**config.mk**
```make
export PLATFORM = sky130hd
export DESIGN_NAME = uef_endpoint_fifos
export DESIGN_NICKNAME = d
export VERILOG_FILES = /design/src/hw/uef_pkg.sv /design/src/hw/uef_endpoint_fifos.sv /design/src/hw/uef_mem.sv /design/src/hw/uef_fifo.sv
export VERILOG_INCLUDE_DIRS = /design/src /design/src/hw
export SDC_FILE = /design/constraint.sdc
export NUM_CORES = 2
export LEC_CHECK = 0
export ABC_AREA = 0
export BUFFER_PORTS_ARGS = -buffer_cell sky130_fd_sc_hd__clkbuf_2
export CAP_MARGIN = 15
export CELL_PAD_IN_SITES_DETAIL_PLACEMENT = 1
export CELL_PAD_IN_SITES_GLOBAL_PLACEMENT = 1
export CORE_UTILIZATION = 38
export CTS_CLUSTER_DIAMETER = 60
export CTS_CLUSTER_SIZE = 12
export DETAILED_ROUTE_END_ITERATION = 10
export HOLD_SLACK_MARGIN = 0.05
export PLACE_DENSITY_LB_ADDON = 0.1
export SLEW_MARGIN = 20
export SYNTH_ARGS = -nofsm -noshare
export SYNTH_HDL_FRONTEND = slang
export SYNTH_SLANG_ARGS = --single-unit
export TNS_END_PERCENT = 100
```
**constraint.sdc**
```tcl
create_clock -name CLOCK_I -period 8.16 [get_ports CLOCK_I]
set_input_delay 0.408 -clock CLOCK_I [delete_from_list [all_inputs] [get_ports CLOCK_I]]
set_output_delay 0.408 -clock CLOCK_I [all_outputs]
set_load 0.01 [all_outputs]
```
**src/hw/uef_map.svh**
```systemverilog
// Purpose: constants of the endpoint buffering block
// Assumes: included by the package and by the design files
// Notes:   counts are in bytes unless named otherwise
`ifndef UEF_MAP_SVH
`define UEF_MAP_SVH

// setup buffer on the control endpoint
`define UEF_SETUP_BYTES 8
`define UEF_SETUP_IDX_W 3

// double-sided endpoint sides
`define UEF_MAX_PKT     64
`define UEF_CNT_W       7
`define UEF_PTR_W       6
`define UEF_SIDE_BYTES  128

// cpu access size codes
`define UEF_SIZE_BYTE   2'h0
`define UEF_SIZE_HALF   2'h1
`define UEF_SIZE_WORD   2'h2

// depth of the cpu-to-transmit queue
`define UEF_TXQ_DEPTH   4

`endif

```
**src/hw/uef_pkg.sv**
```systemverilog
// Purpose: types shared by the endpoint buffering block
// Assumes: uef_map.svh holds the numbers
// Notes:   one-hot state codes are written out
`include "uef_map.svh"

package uef_pkg;

	typedef logic [1:0] uef_size_t;

	// one cpu transmit entry: data write and/or packet-ready marker
	typedef struct packed {
		logic      wr;
		logic      seal;
		uef_size_t size;
		logic [31:0] data;
	} uef_word_s;

	typedef enum logic [2:0] {
		RD_IDLE = 3'b001,
		RD_ADDR = 3'b010,
		RD_DATA = 3'b100
	} uef_rd_e;

	typedef enum logic [2:0] {
		WR_IDLE = 3'b001,
		WR_BYTE = 3'b010,
		WR_SEAL = 3'b100
	} uef_wr_e;

endpackage

```
**src/hw/uef_endpoint_fifos.sv**
```systemverilog
// Purpose: setup buffer and double-sided receive/transmit endpoint buffers
// Assumes: all inputs come from logic on CLOCK_I, so none are synchronised
// Notes:   usb side moves bytes; cpu side moves 8, 16 or 32 bit accesses
`timescale 1ns/1ps
`default_nettype none

`include "uef_map.svh"

////////////////////////////////////////////////////////////////////////////////
// Behaviour
// - usb writes to the setup buffer take precedence over cpu reads.
// - new setup arrival cancels a cpu setup read; read value is zero.
// - at most 64 bytes are read from the current receive side.
// - read-done trigger switches receive side and shows that side's count.
// - packet-ready trigger switches transmit side for the next packet.
// - double-sided data registers take 8, 16 or 32 bit accesses.
module uef_endpoint_fifos
	import uef_pkg::*;
#(
	parameter int MAX_PKT = `UEF_MAX_PKT,
	parameter int TXQ_DEPTH = `UEF_TXQ_DEPTH
) (
	input  wire logic        CLOCK_I,
	input  wire logic        RST_I,
	input  wire logic        SETUP_START_I,
	input  wire logic        SETUP_WR_I,
	input  wire logic [7:0]  SETUP_WDATA_I,
	input  wire logic        SETUP_RD_I,
	output logic      [7:0]  SETUP_RDATA_O,
	output logic             SETUP_RVALID_O,
	output logic             SETUP_RD_CANCEL_O,
	output logic             SETUP_VALID_O,
	input  wire logic        OUT_WR_I,
	input  wire logic [7:0]  OUT_WDATA_I,
	input  wire logic        OUT_PKT_END_I,
	input  wire logic        OUT_CLEAR_I,
	input  wire logic        OUT_RD_I,
	input  wire logic [1:0]  OUT_RD_SIZE_I,
	input  wire logic        OUT_READ_DONE_I,
	output logic      [31:0] OUT_RDATA_O,
	output logic             OUT_RVALID_O,
	output logic             OUT_RD_BUSY_O,
	output logic      [6:0]  OUT_RX_SIZE_O,
	output logic             OUT_SIDE_O,
	output logic             OUT_BUF_AVAIL_O,
	input  wire logic        IN_WR_I,
	input  wire logic [1:0]  IN_WR_SIZE_I,
	input  wire logic [31:0] IN_WDATA_I,
	input  wire logic        IN_PKT_READY_I,
	output logic             IN_WR_READY_O,
	input  wire logic        IN_CLEAR_I,
	input  wire logic        IN_RD_I,
	output logic      [7:0]  IN_RDATA_O,
	output logic             IN_RVALID_O,
	input  wire logic        IN_TX_DONE_I,
	output logic      [6:0]  IN_TX_SIZE_O,
	output logic             IN_SIDE_O,
	output logic             IN_PKT_AVAIL_O
);

	if (MAX_PKT < 1 || MAX_PKT > `UEF_MAX_PKT)
	begin : g_bad_pkt
		$error("uef_endpoint_fifos: MAX_PKT must lie in 1..64");
	end

	localparam logic [6:0] PKT_LIM = 7'(MAX_PKT);
	localparam logic [6:0] RD_LIM  = 7'(`UEF_MAX_PKT);

	// byte lanes minus one for an access size code
	function automatic logic [1:0] last_lane(input uef_size_t sz);
		logic [1:0] r;
		r = 2'h3;
		if (sz == `UEF_SIZE_BYTE)
			r = 2'h0;
		else if (sz == `UEF_SIZE_HALF)
			r = 2'h1;
		return r;
	endfunction

	////////////////////////////////////////////////////////////////////////////
	// setup buffer on the control endpoint

	logic [7:0] setup_q [`UEF_SETUP_BYTES];
	logic [`UEF_SETUP_IDX_W-1:0] setup_widx_q;
	logic [`UEF_SETUP_IDX_W-1:0] setup_ridx_q;
	logic                        setup_busy_q;
	logic                        setup_usb_act;

	// any usb activity on the buffer blocks the cpu this cycle
	assign setup_usb_act = SETUP_START_I | SETUP_WR_I | setup_busy_q;

	always_ff @(posedge CLOCK_I)
	begin
		if (SETUP_WR_I)
			setup_q[setup_widx_q] <= SETUP_WDATA_I;
	end

	// reception progress: start pulse, then eight byte writes
	always_ff @(posedge CLOCK_I or posedge RST_I)
	begin
		if (RST_I)
		begin
			setup_widx_q  <= '0;
			setup_busy_q  <= 1'b0;
			SETUP_VALID_O <= 1'b0;
		end
		else if (SETUP_START_I)
		begin
			setup_widx_q  <= '0;
			setup_busy_q  <= 1'b1;
			SETUP_VALID_O <= 1'b0;
		end
		else if (SETUP_WR_I)
		begin
			setup_widx_q <= setup_widx_q + 1'b1;
			if (setup_widx_q == 3'h7)
			begin
				setup_busy_q  <= 1'b0;
				SETUP_VALID_O <= 1'b1;
			end
		end
	end

	// cpu read: one byte a request; read index is not rewound by a new
	// setup, so a read left half done misaligns the next command
	always_ff @(posedge CLOCK_I or posedge RST_I)
	begin
		if (RST_I)
		begin
			setup_ridx_q      <= '0;
			SETUP_RDATA_O     <= 8'h00;
			SETUP_RVALID_O    <= 1'b0;
			SETUP_RD_CANCEL_O <= 1'b0;
		end
		else
		begin
			SETUP_RVALID_O    <= 1'b0;
			SETUP_RD_CANCEL_O <= 1'b0;
			if (SETUP_RD_I && setup_usb_act)
			begin
				SETUP_RDATA_O     <= 8'h00;
				SETUP_RD_CANCEL_O <= 1'b1;
			end
			else if (SETUP_RD_I)
			begin
				SETUP_RDATA_O  <= setup_q[setup_ridx_q];
				SETUP_RVALID_O <= 1'b1;
				setup_ridx_q   <= setup_ridx_q + 1'b1;
			end
		end
	end

	////////////////////////////////////////////////////////////////////////////
	// receive endpoint: usb fills one side, cpu drains the other

	logic       rx_full_q [2];
	logic [6:0] rx_cnt_q  [2];
	logic       rx_ws_q;
	logic [6:0] rx_wptr_q;
	logic [6:0] rx_rptr_q;
	logic [6:0] rx_avail;
	logic       rx_wen;
	logic       rx_ren;
	logic [7:0] rx_rbyte;
	uef_rd_e    rd_st_q;
	logic [1:0] rd_lane_q;
	logic [1:0] rd_last_q;
	logic       rd_hit_q;

	// readable bytes on the current side, never above one pass
	assign rx_avail = rx_full_q[OUT_SIDE_O] ? ((rx_cnt_q[OUT_SIDE_O] > RD_LIM) ?
		RD_LIM : rx_cnt_q[OUT_SIDE_O]) : 7'h00;
	assign rx_wen   = OUT_WR_I && !rx_full_q[rx_ws_q] && (rx_wptr_q < PKT_LIM);
	assign rx_ren   = (rd_st_q == RD_ADDR);

	uef_mem #(
		.WIDTH (8),
		.DEPTH (`UEF_SIDE_BYTES)
	) u_rx_mem (
		.clk_i     (CLOCK_I),
		.rst_i     (RST_I),
		.wr_en_i   (rx_wen),
		.wr_addr_i ({rx_ws_q, rx_wptr_q[`UEF_PTR_W-1:0]}),
		.wr_data_i (OUT_WDATA_I),
		.rd_en_i   (rx_ren),
		.rd_addr_i ({OUT_SIDE_O, rx_rptr_q[`UEF_PTR_W-1:0]}),
		.rd_data_o (rx_rbyte)
	);

	// side bookkeeping; a side seal wins over a read-done release
	always_ff @(posedge CLOCK_I or posedge RST_I)
	begin
		if (RST_I)
		begin
			rx_full_q  <= '{default: 1'b0};
			rx_cnt_q   <= '{default: 7'h00};
			rx_ws_q    <= 1'b0;
			rx_wptr_q  <= 7'h00;
			OUT_SIDE_O <= 1'b0;
		end
		else if (OUT_CLEAR_I)
		begin
			rx_full_q  <= '{default: 1'b0};
			rx_cnt_q   <= '{default: 7'h00};
			rx_ws_q    <= 1'b0;
			rx_wptr_q  <= 7'h00;
			OUT_SIDE_O <= 1'b0;
		end
		else
		begin
			if (rx_wen)
				rx_wptr_q <= rx_wptr_q + 7'h01;
			if (OUT_READ_DONE_I)
			begin
				rx_full_q[OUT_SIDE_O] <= 1'b0;
				OUT_SIDE_O            <= ~OUT_SIDE_O;
			end
			if (OUT_PKT_END_I && !rx_full_q[rx_ws_q])
			begin
				rx_full_q[rx_ws_q] <= 1'b1;
				rx_cnt_q[rx_ws_q]  <= rx_wptr_q;
				rx_ws_q            <= ~rx_ws_q;
				rx_wptr_q          <= 7'h00;
			end
		end
	end

	// size seen by the cpu follows the current side one cycle later
	always_ff @(posedge CLOCK_I or posedge RST_I)
	begin
		if (RST_I)
		begin
			OUT_RX_SIZE_O   <= 7'h00;
			OUT_BUF_AVAIL_O <= 1'b0;
		end
		else
		begin
			OUT_RX_SIZE_O   <= rx_full_q[OUT_SIDE_O] ? rx_cnt_q[OUT_SIDE_O] : 7'h00;
			OUT_BUF_AVAIL_O <= !rx_full_q[rx_ws_q];
		end
	end

	// cpu read sequencer: two cycles per byte, lanes fill from bit 0 up;
	// bytes past the valid count come back as zero and do not advance
	always_ff @(posedge CLOCK_I or posedge RST_I)
	begin
		if (RST_I)
		begin
			rd_st_q       <= RD_IDLE;
			rd_lane_q     <= 2'h0;
			rd_last_q     <= 2'h0;
			rd_hit_q      <= 1'b0;
			rx_rptr_q     <= 7'h00;
			OUT_RDATA_O   <= 32'h0000_0000;
			OUT_RVALID_O  <= 1'b0;
			OUT_RD_BUSY_O <= 1'b0;
		end
		else if (OUT_CLEAR_I || OUT_READ_DONE_I)
		begin
			rd_st_q       <= RD_IDLE;
			rx_rptr_q     <= 7'h00;
			OUT_RVALID_O  <= 1'b0;
			OUT_RD_BUSY_O <= 1'b0;
		end
		else
		begin
			OUT_RVALID_O <= 1'b0;
			case (rd_st_q)
				RD_IDLE:
				begin
					if (OUT_RD_I)
					begin
						rd_last_q     <= last_lane(OUT_RD_SIZE_I);
						rd_lane_q     <= 2'h0;
						OUT_RDATA_O   <= 32'h0000_0000;
						OUT_RD_BUSY_O <= 1'b1;
						rd_st_q       <= RD_ADDR;
					end
				end
				RD_ADDR:
				begin
					rd_hit_q <= (rx_rptr_q < rx_avail);
					rd_st_q  <= RD_DATA;
				end
				RD_DATA:
				begin
					if (rd_hit_q)
					begin
						OUT_RDATA_O[{rd_lane_q, 3'b000} +: 8] <= rx_rbyte;
						rx_rptr_q <= rx_rptr_q + 7'h01;
					end
					rd_lane_q <= rd_lane_q + 2'h1;
					if (rd_lane_q == rd_last_q)
					begin
						OUT_RVALID_O  <= 1'b1;
						OUT_RD_BUSY_O <= 1'b0;
						rd_st_q       <= RD_IDLE;
					end
					else
						rd_st_q <= RD_ADDR;
				end
				default:
					rd_st_q <= RD_IDLE;
			endcase
		end
	end

	////////////////////////////////////////////////////////////////////////////
	// transmit endpoint: cpu queue -> fill side, usb drains the other

	uef_word_s  txq_in;
	uef_word_s  txq_out;
	uef_word_s  tx_word_q;
	logic       txq_valid;
	logic       txq_pop;
	logic       tx_full_q [2];
	logic [6:0] tx_cnt_q  [2];
	logic       tx_ws_q;
	logic [6:0] tx_wptr_q;
	logic [6:0] tx_rptr_q;
	logic       tx_wen;
	logic       tx_seal;
	uef_wr_e    wr_st_q;
	logic [1:0] wr_lane_q;

	// a write and a packet-ready in one cycle travel as one entry
	assign txq_in  = '{wr: IN_WR_I, seal: IN_PKT_READY_I, size: IN_WR_SIZE_I,
		data: IN_WDATA_I};
	// stall draining while the fill side still waits for the host
	assign txq_pop = (wr_st_q == WR_IDLE) && txq_valid && !tx_full_q[tx_ws_q];
	assign tx_wen  = (wr_st_q == WR_BYTE) && (tx_wptr_q < PKT_LIM);
	assign tx_seal = (wr_st_q == WR_SEAL);

	uef_fifo #(
		.WIDTH ($bits(uef_word_s)),
		.DEPTH (TXQ_DEPTH)
	) u_txq (
		.clk_i       (CLOCK_I),
		.rst_i       (RST_I),
		.flush_i     (IN_CLEAR_I),
		.in_valid_i  (IN_WR_I | IN_PKT_READY_I),
		.in_data_i   (txq_in),
		.in_ready_o  (IN_WR_READY_O),
		.out_valid_o (txq_valid),
		.out_data_o  (txq_out),
		.out_ready_i (txq_pop)
	);

	uef_mem #(
		.WIDTH (8),
		.DEPTH (`UEF_SIDE_BYTES)
	) u_tx_mem (
		.clk_i     (CLOCK_I),
		.rst_i     (RST_I),
		.wr_en_i   (tx_wen),
		.wr_addr_i ({tx_ws_q, tx_wptr_q[`UEF_PTR_W-1:0]}),
		.wr_data_i (tx_word_q.data[{wr_lane_q, 3'b000} +: 8]),
		.rd_en_i   (IN_RD_I),
		.rd_addr_i ({IN_SIDE_O, tx_rptr_q[`UEF_PTR_W-1:0]}),
		.rd_data_o (IN_RDATA_O)
	);

	// drain sequencer: one byte a cycle into the fill side
	always_ff @(posedge CLOCK_I or posedge RST_I)
	begin
		if (RST_I)
		begin
			wr_st_q   <= WR_IDLE;
			wr_lane_q <= 2'h0;
			tx_word_q <= '0;
		end
		else if (IN_CLEAR_I)
			wr_st_q <= WR_IDLE;
		else
		begin
			case (wr_st_q)
				WR_IDLE:
				begin
					if (txq_pop)
					begin
						tx_word_q <= txq_out;
						wr_lane_q <= 2'h0;
						wr_st_q   <= txq_out.wr ? WR_BYTE : WR_SEAL;
					end
				end
				WR_BYTE:
				begin
					wr_lane_q <= wr_lane_q + 2'h1;
					if (wr_lane_q == last_lane(tx_word_q.size))
						wr_st_q <= tx_word_q.seal ? WR_SEAL : WR_IDLE;
				end
				WR_SEAL:
					wr_st_q <= WR_IDLE;
				default:
					wr_st_q <= WR_IDLE;
			endcase
		end
	end

	// side bookkeeping; a seal wins over a transmit-done release
	always_ff @(posedge CLOCK_I or posedge RST_I)
	begin
		if (RST_I)
		begin
			tx_full_q <= '{default: 1'b0};
			tx_cnt_q  <= '{default: 7'h00};
			tx_ws_q   <= 1'b0;
			tx_wptr_q <= 7'h00;
			tx_rptr_q <= 7'h00;
			IN_SIDE_O <= 1'b0;
		end
		else if (IN_CLEAR_I)
		begin
			tx_full_q <= '{default: 1'b0};
			tx_cnt_q  <= '{default: 7'h00};
			tx_ws_q   <= 1'b0;
			tx_wptr_q <= 7'h00;
			tx_rptr_q <= 7'h00;
			IN_SIDE_O <= 1'b0;
		end
		else
		begin
			if (tx_wen)
				tx_wptr_q <= tx_wptr_q + 7'h01;
			if (IN_RD_I && tx_rptr_q < tx_cnt_q[IN_SIDE_O])
				tx_rptr_q <= tx_rptr_q + 7'h01;
			if (IN_TX_DONE_I)
			begin
				tx_full_q[IN_SIDE_O] <= 1'b0;
				IN_SIDE_O            <= ~IN_SIDE_O;
				tx_rptr_q            <= 7'h00;
			end
			if (tx_seal)
			begin
				tx_full_q[tx_ws_q] <= 1'b1;
				tx_cnt_q[tx_ws_q]  <= tx_wptr_q;
				tx_ws_q            <= ~tx_ws_q;
				tx_wptr_q          <= 7'h00;
			end
		end
	end

	// usb-facing status, registered
	always_ff @(posedge CLOCK_I or posedge RST_I)
	begin
		if (RST_I)
		begin
			IN_RVALID_O    <= 1'b0;
			IN_TX_SIZE_O   <= 7'h00;
			IN_PKT_AVAIL_O <= 1'b0;
		end
		else
		begin
			IN_RVALID_O    <= IN_RD_I;
			IN_TX_SIZE_O   <= tx_full_q[IN_SIDE_O] ? tx_cnt_q[IN_SIDE_O] : 7'h00;
			IN_PKT_AVAIL_O <= tx_full_q[IN_SIDE_O];
		end
	end

endmodule

`default_nettype wire

```
**src/hw/uef_mem.sv**
```systemverilog
// Purpose: byte memory holding both sides of one endpoint
// Assumes: one write port, one read port, same clock
// Notes:   read data come out of a register one cycle after rd_en_i
`timescale 1ns/1ps
`default_nettype none

module uef_mem #(
	parameter int WIDTH = 8,
	parameter int DEPTH = 128
) (
	input  wire logic                     clk_i,
	input  wire logic                     rst_i,
	input  wire logic                     wr_en_i,
	input  wire logic [$clog2(DEPTH)-1:0] wr_addr_i,
	input  wire logic [WIDTH-1:0]         wr_data_i,
	input  wire logic                     rd_en_i,
	input  wire logic [$clog2(DEPTH)-1:0] rd_addr_i,
	output logic      [WIDTH-1:0]         rd_data_o
);

	if (DEPTH < 2 || WIDTH < 1)
	begin : g_bad_cfg
		$error("uef_mem: DEPTH must be at least 2 and WIDTH at least 1");
	end

	logic [WIDTH-1:0] mem_q [DEPTH];

	// storage has no reset: contents are only meaningful once written
	always_ff @(posedge clk_i)
	begin
		if (wr_en_i)
			mem_q[wr_addr_i] <= wr_data_i;
	end

	// registered read port
	always_ff @(posedge clk_i or posedge rst_i)
	begin
		if (rst_i)
			rd_data_o <= '0;
		else if (rd_en_i)
			rd_data_o <= mem_q[rd_addr_i];
	end

endmodule

`default_nettype wire

```
**src/hw/uef_fifo.sv**
```systemverilog
// Purpose: small synchronous valid/ready queue
// Assumes: DEPTH a power of two, single clock
// Notes:   in_ready_o is registered so the source sees a clean stall
`timescale 1ns/1ps
`default_nettype none

module uef_fifo #(
	parameter int WIDTH = 8,
	parameter int DEPTH = 4
) (
	input  wire logic             clk_i,
	input  wire logic             rst_i,
	input  wire logic             flush_i,
	input  wire logic             in_valid_i,
	input  wire logic [WIDTH-1:0] in_data_i,
	output logic                  in_ready_o,
	output logic                  out_valid_o,
	output logic      [WIDTH-1:0] out_data_o,
	input  wire logic             out_ready_i
);

	localparam int AW = $clog2(DEPTH);

	if (DEPTH < 2 || (1 << AW) != DEPTH)
	begin : g_bad_cfg
		$error("uef_fifo: DEPTH must be a power of two of at least 2");
	end

	logic [WIDTH-1:0] buf_q [DEPTH];
	logic [AW-1:0]    wptr_q;
	logic [AW-1:0]    rptr_q;
	logic [AW:0]      cnt_q;
	logic [AW:0]      cnt_d;
	logic             push;
	logic             pop;

	assign push        = in_valid_i & in_ready_o;
	assign pop         = out_valid_o & out_ready_i;
	assign out_valid_o = (cnt_q != '0);
	assign out_data_o  = buf_q[rptr_q];

	always_comb
	begin
		cnt_d = cnt_q;
		if (push && !pop)
			cnt_d = cnt_q + 1'b1;
		else if (pop && !push)
			cnt_d = cnt_q - 1'b1;
	end

	// entries
	always_ff @(posedge clk_i)
	begin
		if (push)
			buf_q[wptr_q] <= in_data_i;
	end

	// pointers, fill level and the registered ready
	always_ff @(posedge clk_i or posedge rst_i)
	begin
		if (rst_i)
		begin
			wptr_q     <= '0;
			rptr_q     <= '0;
			cnt_q      <= '0;
			in_ready_o <= 1'b0;
		end
		else if (flush_i)
		begin
			wptr_q     <= '0;
			rptr_q     <= '0;
			cnt_q      <= '0;
			in_ready_o <= 1'b1;
		end
		else
		begin
			if (push)
				wptr_q <= wptr_q + 1'b1;
			if (pop)
				rptr_q <= rptr_q + 1'b1;
			cnt_q      <= cnt_d;
			in_ready_o <= (cnt_d != (AW+1)'(DEPTH));
		end
	end

endmodule

`default_nettype wire

```
**Word level (Yosys, flattened, before mapping)**

Memories as Yosys holds them, arrays and structs flattened. A register that Yosys moved wholly into a read port is not among the register bits.
Cells that the tools add are included.

- Flip-flop bits (word level): 189
- Bits in latches: 0
- Bits in writable memories: 2,256
- Memory bits (read-only): 0
- Input port bits: 67
- Output and inout port bits: 73
- Memories kept: 4

Memory list:

| memory | depth | width | read ports | clocked after memory_dff | wr ports | RTL line | text |
|---|---|---|---|---|---|---|---|
| u_rx_mem.mem_q | 128 | 8 | 1 | 1 | 1 | uef_mem.sv:26 | `logic [WIDTH-1:0] mem_q [DEPTH];` |
| u_tx_mem.mem_q | 128 | 8 | 1 | 1 | 1 | uef_mem.sv:26 |  |
| u_txq.buf_q | 4 | 36 | 1 | 0 | 1 | uef_fifo.sv:29 | `logic [WIDTH-1:0] buf_q [DEPTH];` |
| setup_q | 8 | 8 | 1 | 0 | 1 | uef_endpoint_fifos.sv:83 | `` logic [7:0] setup_q [`UEF_SETUP_BYTES]; `` |

- Add/sub/neg operators: 13
- $mul: 0
- Div/mod/pow operators: 0
- Magnitude comparators: 13
- Equal/unequal tests: 19
- Shifts and indexed selects: 3
- Multiplexer cells: 128
- Bitwise logic cells: 22
- Reductions and logical operators: 50

Operators with widths:

| operator | count |
|---|---|
| two-way mux 7 bit | 24 |
| two-way mux 32 bit | 2 |
| case mux 32 bit (2 select lines) | 1 |
| two-way mux 14 bit | 4 |
| two-way mux 1 bit | 48 |
| two-way mux 2 bit | 21 |
| two-way mux 3 bit | 12 |
| bitwise mux 32 bit | 1 |
| variable shift 8 x 7 -> 32 bit, first input constant | 1 |
| indexed part select 32 x 6 -> 8 bit | 1 |
| indexed part select 8 x 7 -> 32 bit | 1 |
| adder 7 x 1 -> 7 bit, second input constant | 4 |
| bitwise mux 14 bit | 2 |
| nonzero test 2 bit | 13 |
| two-way mux 8 bit | 2 |
| AND reduction 3 bit | 5 |
| nonzero test 3 bit | 5 |
| demux 7 bit (select 1 bit) | 2 |
| logical AND 1 bit | 14 |
| less-than comparator 7 bit | 2 |
| less-than comparator 7 bit, second input constant | 2 |
| AND reduction 2 bit | 5 |
| adder 3 x 1 -> 3 bit, second input constant | 3 |
| == test 3 bit, second input constant | 3 |
| other kinds (30) | 70 |

**Logic depth before layout (Yosys ltp)**

- Depth in word-level cells: 12
- Mapped depth: 11

**By module**

A second synthesis with hierarchy kept.

- Cell total of the unflattened synthesis: 5,075
- Area total of the unflattened synthesis: 97,335.9 µm²

By module, submodules not included:

| module | instances | cells each | area an instance (µm²) | sequential area each (µm²) |
|---|---|---|---|---|
| uef_mem | 2 | 2,001 | 40,503.8 | 30,949.7 |
| uef_endpoint_fifos | 1 | 826 | 10,571.4 | 6,453.7 |
| uef_fifo | 1 | 247 | 5,756.8 | 4,524.3 |

**Worst setup path before layout**

OpenSTA, ideal clock, no wires.

- Path type: register to register
- Start: register IN_SIDE_O
- End: register tx_rptr_q[3]
- Setup time: 0.078 ns
- Arrival: 2.538 ns
- Setup slack: 5.544 ns
- Stages on the path, launching flop included: 10
- Buffers on the path: 1
- Cell sequence: dfrtp_1 > buf_1 > mux2i_1 > ha_1 > a21o_1 > a21o_1 > nor3_1 > a21oi_1 > or3_1 > a21oi_1

- Longest elaborated chain between the ends: 7

Ends and longest elaborated chain:

| item | RTL line | text |
|---|---|---|
| start, declared | uef_endpoint_fifos.sv:57 | `output logic IN_SIDE_O,` |
| start signal, assigned | uef_endpoint_fifos.sv:430 | `IN_SIDE_O <= ~IN_SIDE_O;` |
| inverter 1 -> 2 bit (implied by the code) | uef_endpoint_fifos.sv:425 | `if (IN_RD_I && tx_rptr_q < tx_cnt_q[IN_SIDE_O])` |
| two-way mux 7 bit (implied by the code) (3 in a row) | uef_endpoint_fifos.sv:425 |  |
| less-than comparator 7 bit | uef_endpoint_fifos.sv:425 |  |
| logical AND 1 bit | uef_endpoint_fifos.sv:425 |  |
| nonzero test 3 bit (no line) | n/a |  |
| end signal, assigned | uef_endpoint_fifos.sv:426 | `tx_rptr_q <= tx_rptr_q + 7'h01;` |
| end, declared | uef_endpoint_fifos.sv:320 | `logic [6:0] tx_rptr_q;` |

Every way passes these cells. The select of a mux whose other input is x is not followed.
A chain may end at the register's enable or synchronous reset.

==> impl_metrics.tcl <==
set metrics [dict create \
    port_buffers 139 \
    reg2regPathDepth 7 \
    endpoint_kind "flop" \
    async_reset_ff_share_pct 8.330 \
    path_clk_slew_ns 0.06 \
    drtIter0Drc 4142 \
    setup_ws_ns 4.184 \
    avgSynthCellArea_um2 19.62 \
    yosysWarnings 0 \
    vias_per_cell 5.524 \
    rsz0062_at_grt "no" \
    postCtsHoldBufs 69 \
    gp_congestion 0.7666 \
    critPathSlowestCell "dfrtp_4" \
    cap_violations 0 \
    synth_top_family_by_area "multiplexers" \
    p_leak_nw 33.20 \
    cp.required_ns 8.95 \
    fp.coreArea_mm2 0.2521 \
    grt_first_pass_wirelength_mm 375.8 \
    yosys_most_used_dff "edfxtp_1" \
    synthCells 4926 \
    crit_fanout 121 \
    status "completed" \
    period_share_pct 48.73 \
    synthMuxAreaShare_pct 14.98 \
    holdWs_ns 0.1296 \
    post_drt_wl_per_cell_um 29.73 \
    synth_compound_area_share_pct 3.549 \
    cts_root_buf "clkbuf_16" \
    synthToLayoutAreaGrowth_pct 12.40 \
    grt_pass1_vias 50900 \
    cts_made_buffers 237 \
    die_y_um 506.3 \
    post-route-drc-count 0 \
    ys_ff_latch 2461 \
    final_cells 8679 \
    h-tree-depth 4 \
    detail-route-antenna-nets 0 \
    worst_pin_slew_ns 1.053 \
    slew_violations 0 \
    synth_edf_count 2256 \
    synthAdderAreaFrac_pct 0.4014 \
    regToRegStartpoint "tx_rptr_q[1]$_DFFE_PP0P_" \
    tns_ns 0 \
    ios 140 \
    r2r_slack_ns 4.18 \
    hold_viol 0 \
    num_vias 47940 \
    drtPass1Iterations 7 \
    yosys.area.top_type "edfxtp_1" \
    start_kind "flop" \
    worstPathCellList "buf_12 > nand2_2 > o221ai_1 > o21bai_1 > a211oi_1 > o22ai_1 > a311oi_1" \
    fill_cells 23630 \
    grt_max_degree 122 \
    design.die.area_mm2 0.2563 \
    antenna_found_initial 8 \
    rows 184 \
    netlist_area_mm2 0.09663 \
    dp.cells 8217 \
    synthXorXnorAreaFrac_pct 0.2447 \
    r2r_end "u_tx_mem.rd_data_o[2]$_DFFE_PP0P_" \
    synthDistinctLibCells 81 \
    start_util_pct 38.33 \
    dieWidth_um 506.3 \
    synth.area.top_cells "edfxtp_1 70%, mux4_2 12%, dfrtp_1 5.3%, mux2i_1 2.2%, nor2_1 1.5%" \
    relSlewSlack_pct 29.30 \
    hpwl_mm 157.6 \
    hp-class "in2async" \
    cts_tree "yes" \
    yosys.area_share.simple_pct 3.671 \
    yosys-top-cells-count "2256 x edfxtp_1, 521 x mux4_2, 396 x nor2_1" \
    drt_wl_total_mm 258.1 \
    cp_slowest_stage_delay_ns 1.01 \
    grt_usage_pct 20.17 \
    peakVddDrop_v 0.0002205 \
    syn-num-nets 5024 \
    clk_path_buf_depth 3 \
    setup_violations 0 \
    power-per-cell-area_mw_per_mm2 257.6 \
    skew_ns 0.07032 \
    drive_gt1_share_pct 21.07 \
    ys_seq_area_share_pct 75.42 \
    cts_resized 0 \
    design.final.nets 5275 \
    grt_overflow 0 \
    clock-sinks 2461 \
    p_total_w 0.02798 \
    yosysTopAreaCellShare_pct 70.11 \
    yosysMostFrequentCell "edfxtp_1" \
    place_ws_ns 4.016 \
    path_class "reg2reg" \
    cp.arrival_ns 4.76 \
    postCtsSetupRepairBufs 0 \
    clock_latency_ns 0.90 \
    post-route-min-period_ns 3.976 \
    clock.fmax_mhz 251.5 \
]
==> worst max path at each step <==
stage / from / end / slack (ns)
after floorplan: RST_I / IN_PKT_AVAIL_O$_DFF_PP0_ / 2.16
after global placement: tx_rptr_q[1]$_DFFE_PP0P_ / u_tx_mem.rd_data_o[2]$_DFFE_PP0P_ / 4.06
after global routing: tx_rptr_q[1]$_DFFE_PP0P_ / u_tx_mem.rd_data_o[2]$_DFFE_PP0P_ / 3.90
after detailed placement: tx_rptr_q[1]$_DFFE_PP0P_ / u_tx_mem.rd_data_o[2]$_DFFE_PP0P_ / 4.02
final: tx_rptr_q[1]$_DFFE_PP0P_ / u_tx_mem.rd_data_o[2]$_DFFE_PP0P_ / 4.18
after CTS: tx_rptr_q[1]$_DFFE_PP0P_ / u_tx_mem.rd_data_o[2]$_DFFE_PP0P_ / 4.01
==> layer usage <==
layer | track usage (%) | wire length (µm) | up-vias
li1 | - | - | 20480
met1 | 29.62 | 121300 | 26210
met2 | 32.18 | 122700 | 969
met3 | 2.770 | 10050 | 281
met4 | 4.001 | 3994 | 4
met5 | 0 | 16 | -
==> sequential cells by signal, summed over array words and instances (netlist names), 14 cells and up <==
signal          cells
OUT_RDATA_O        32
u_rx_mem.mem_q   1024
rx_cnt_q           14
u_tx_mem.mem_q   1024
tx_cnt_q           14
setup_q            64
u_txq.buf_q       144
tx_word_q          35
==> cells in the final DEF (no fill, tap or decap), types with 17 or more instances in the layout <==
master / synthesis / layout
dlygate4sd3_1: 0 / 69
mux2i_1: 211 / 211
a22o_1: 17 / 17
nor2b_1: 49 / 47
nor3_1: 21 / 19
o22ai_1: 43 / 43
nand2_1: 209 / 205
a221oi_1: 18 / 18
o21ai_1: 52 / 52
clkbuf_1: 112 / 97
a21oi_1: 87 / 87
dfrtp_1: 203 / 194
edfxtp_1: 2256 / 2256
a22oi_1: 57 / 57
inv_1: 29 / 28
buf_4: 29 / 76
o221ai_1: 30 / 30
nor2_1: 396 / 394
ha_1: 31 / 31
nand3_1: 49 / 49
mux4_2: 521 / 513
clkbuf_2: 1 / 131
a211oi_1: 23 / 23
clkbuf_16: 0 / 239
mux2_2: 42 / 42
o21ai_0: 54 / 53
==> metrics by stage <==
| step | instance area [µm²] | util (%) |
|---|---|---|
| 2_1_floorplan | 96630 | - |
| 3_5_place_dp | 100800 | 39.99 |
| 3_3_place_gp | 100800 | 39.98 |
| 5_1_grt | 108600 | 43.08 |
| 6_report | 108600 | 43.08 |
| 4_1_cts | 108600 | 43.07 |
==> logic make-up after synthesis <==
logic type / count (synthesis)
AOI/OAI and AO/OA: 502
xor gates and xnor gates: 27
adders and majority gates: 31
buffers and inverters: 306
DFF: 2461
muxes: 788
and+or+nand+nor: 811
==> power breakdown <==
part           internal (W)  total (W)  switching (W)
Combinational      0.000512    0.00227        0.00176
Sequential           0.0151     0.0153       0.000205
Clock               0.00560     0.0104        0.00481
Total                0.0212     0.0280        0.00677
==> worst max-delay path: cells and delay by family, from the launching register on <==
family,cells,cell delay [ns]
buf+inv,1,0.63
flops,1,1.01
simple gates,1,0.69
compound gates,5,1.45
==> final cells by class <==
class	count	area, µm²	area share, %
clock inverters	47	684.4	0.6302
multi-input cells	2159	22170	20.41
inverters	31	123.9	0.1140
diodes	6	15.01	0.01382
clock buffers	340	6400	5.893
flip-flops and latches	2461	72900	67.12
well taps	3348	4189	3.857
repair buffers	287	2127	1.958
Power figures use the tool's default switching activity.
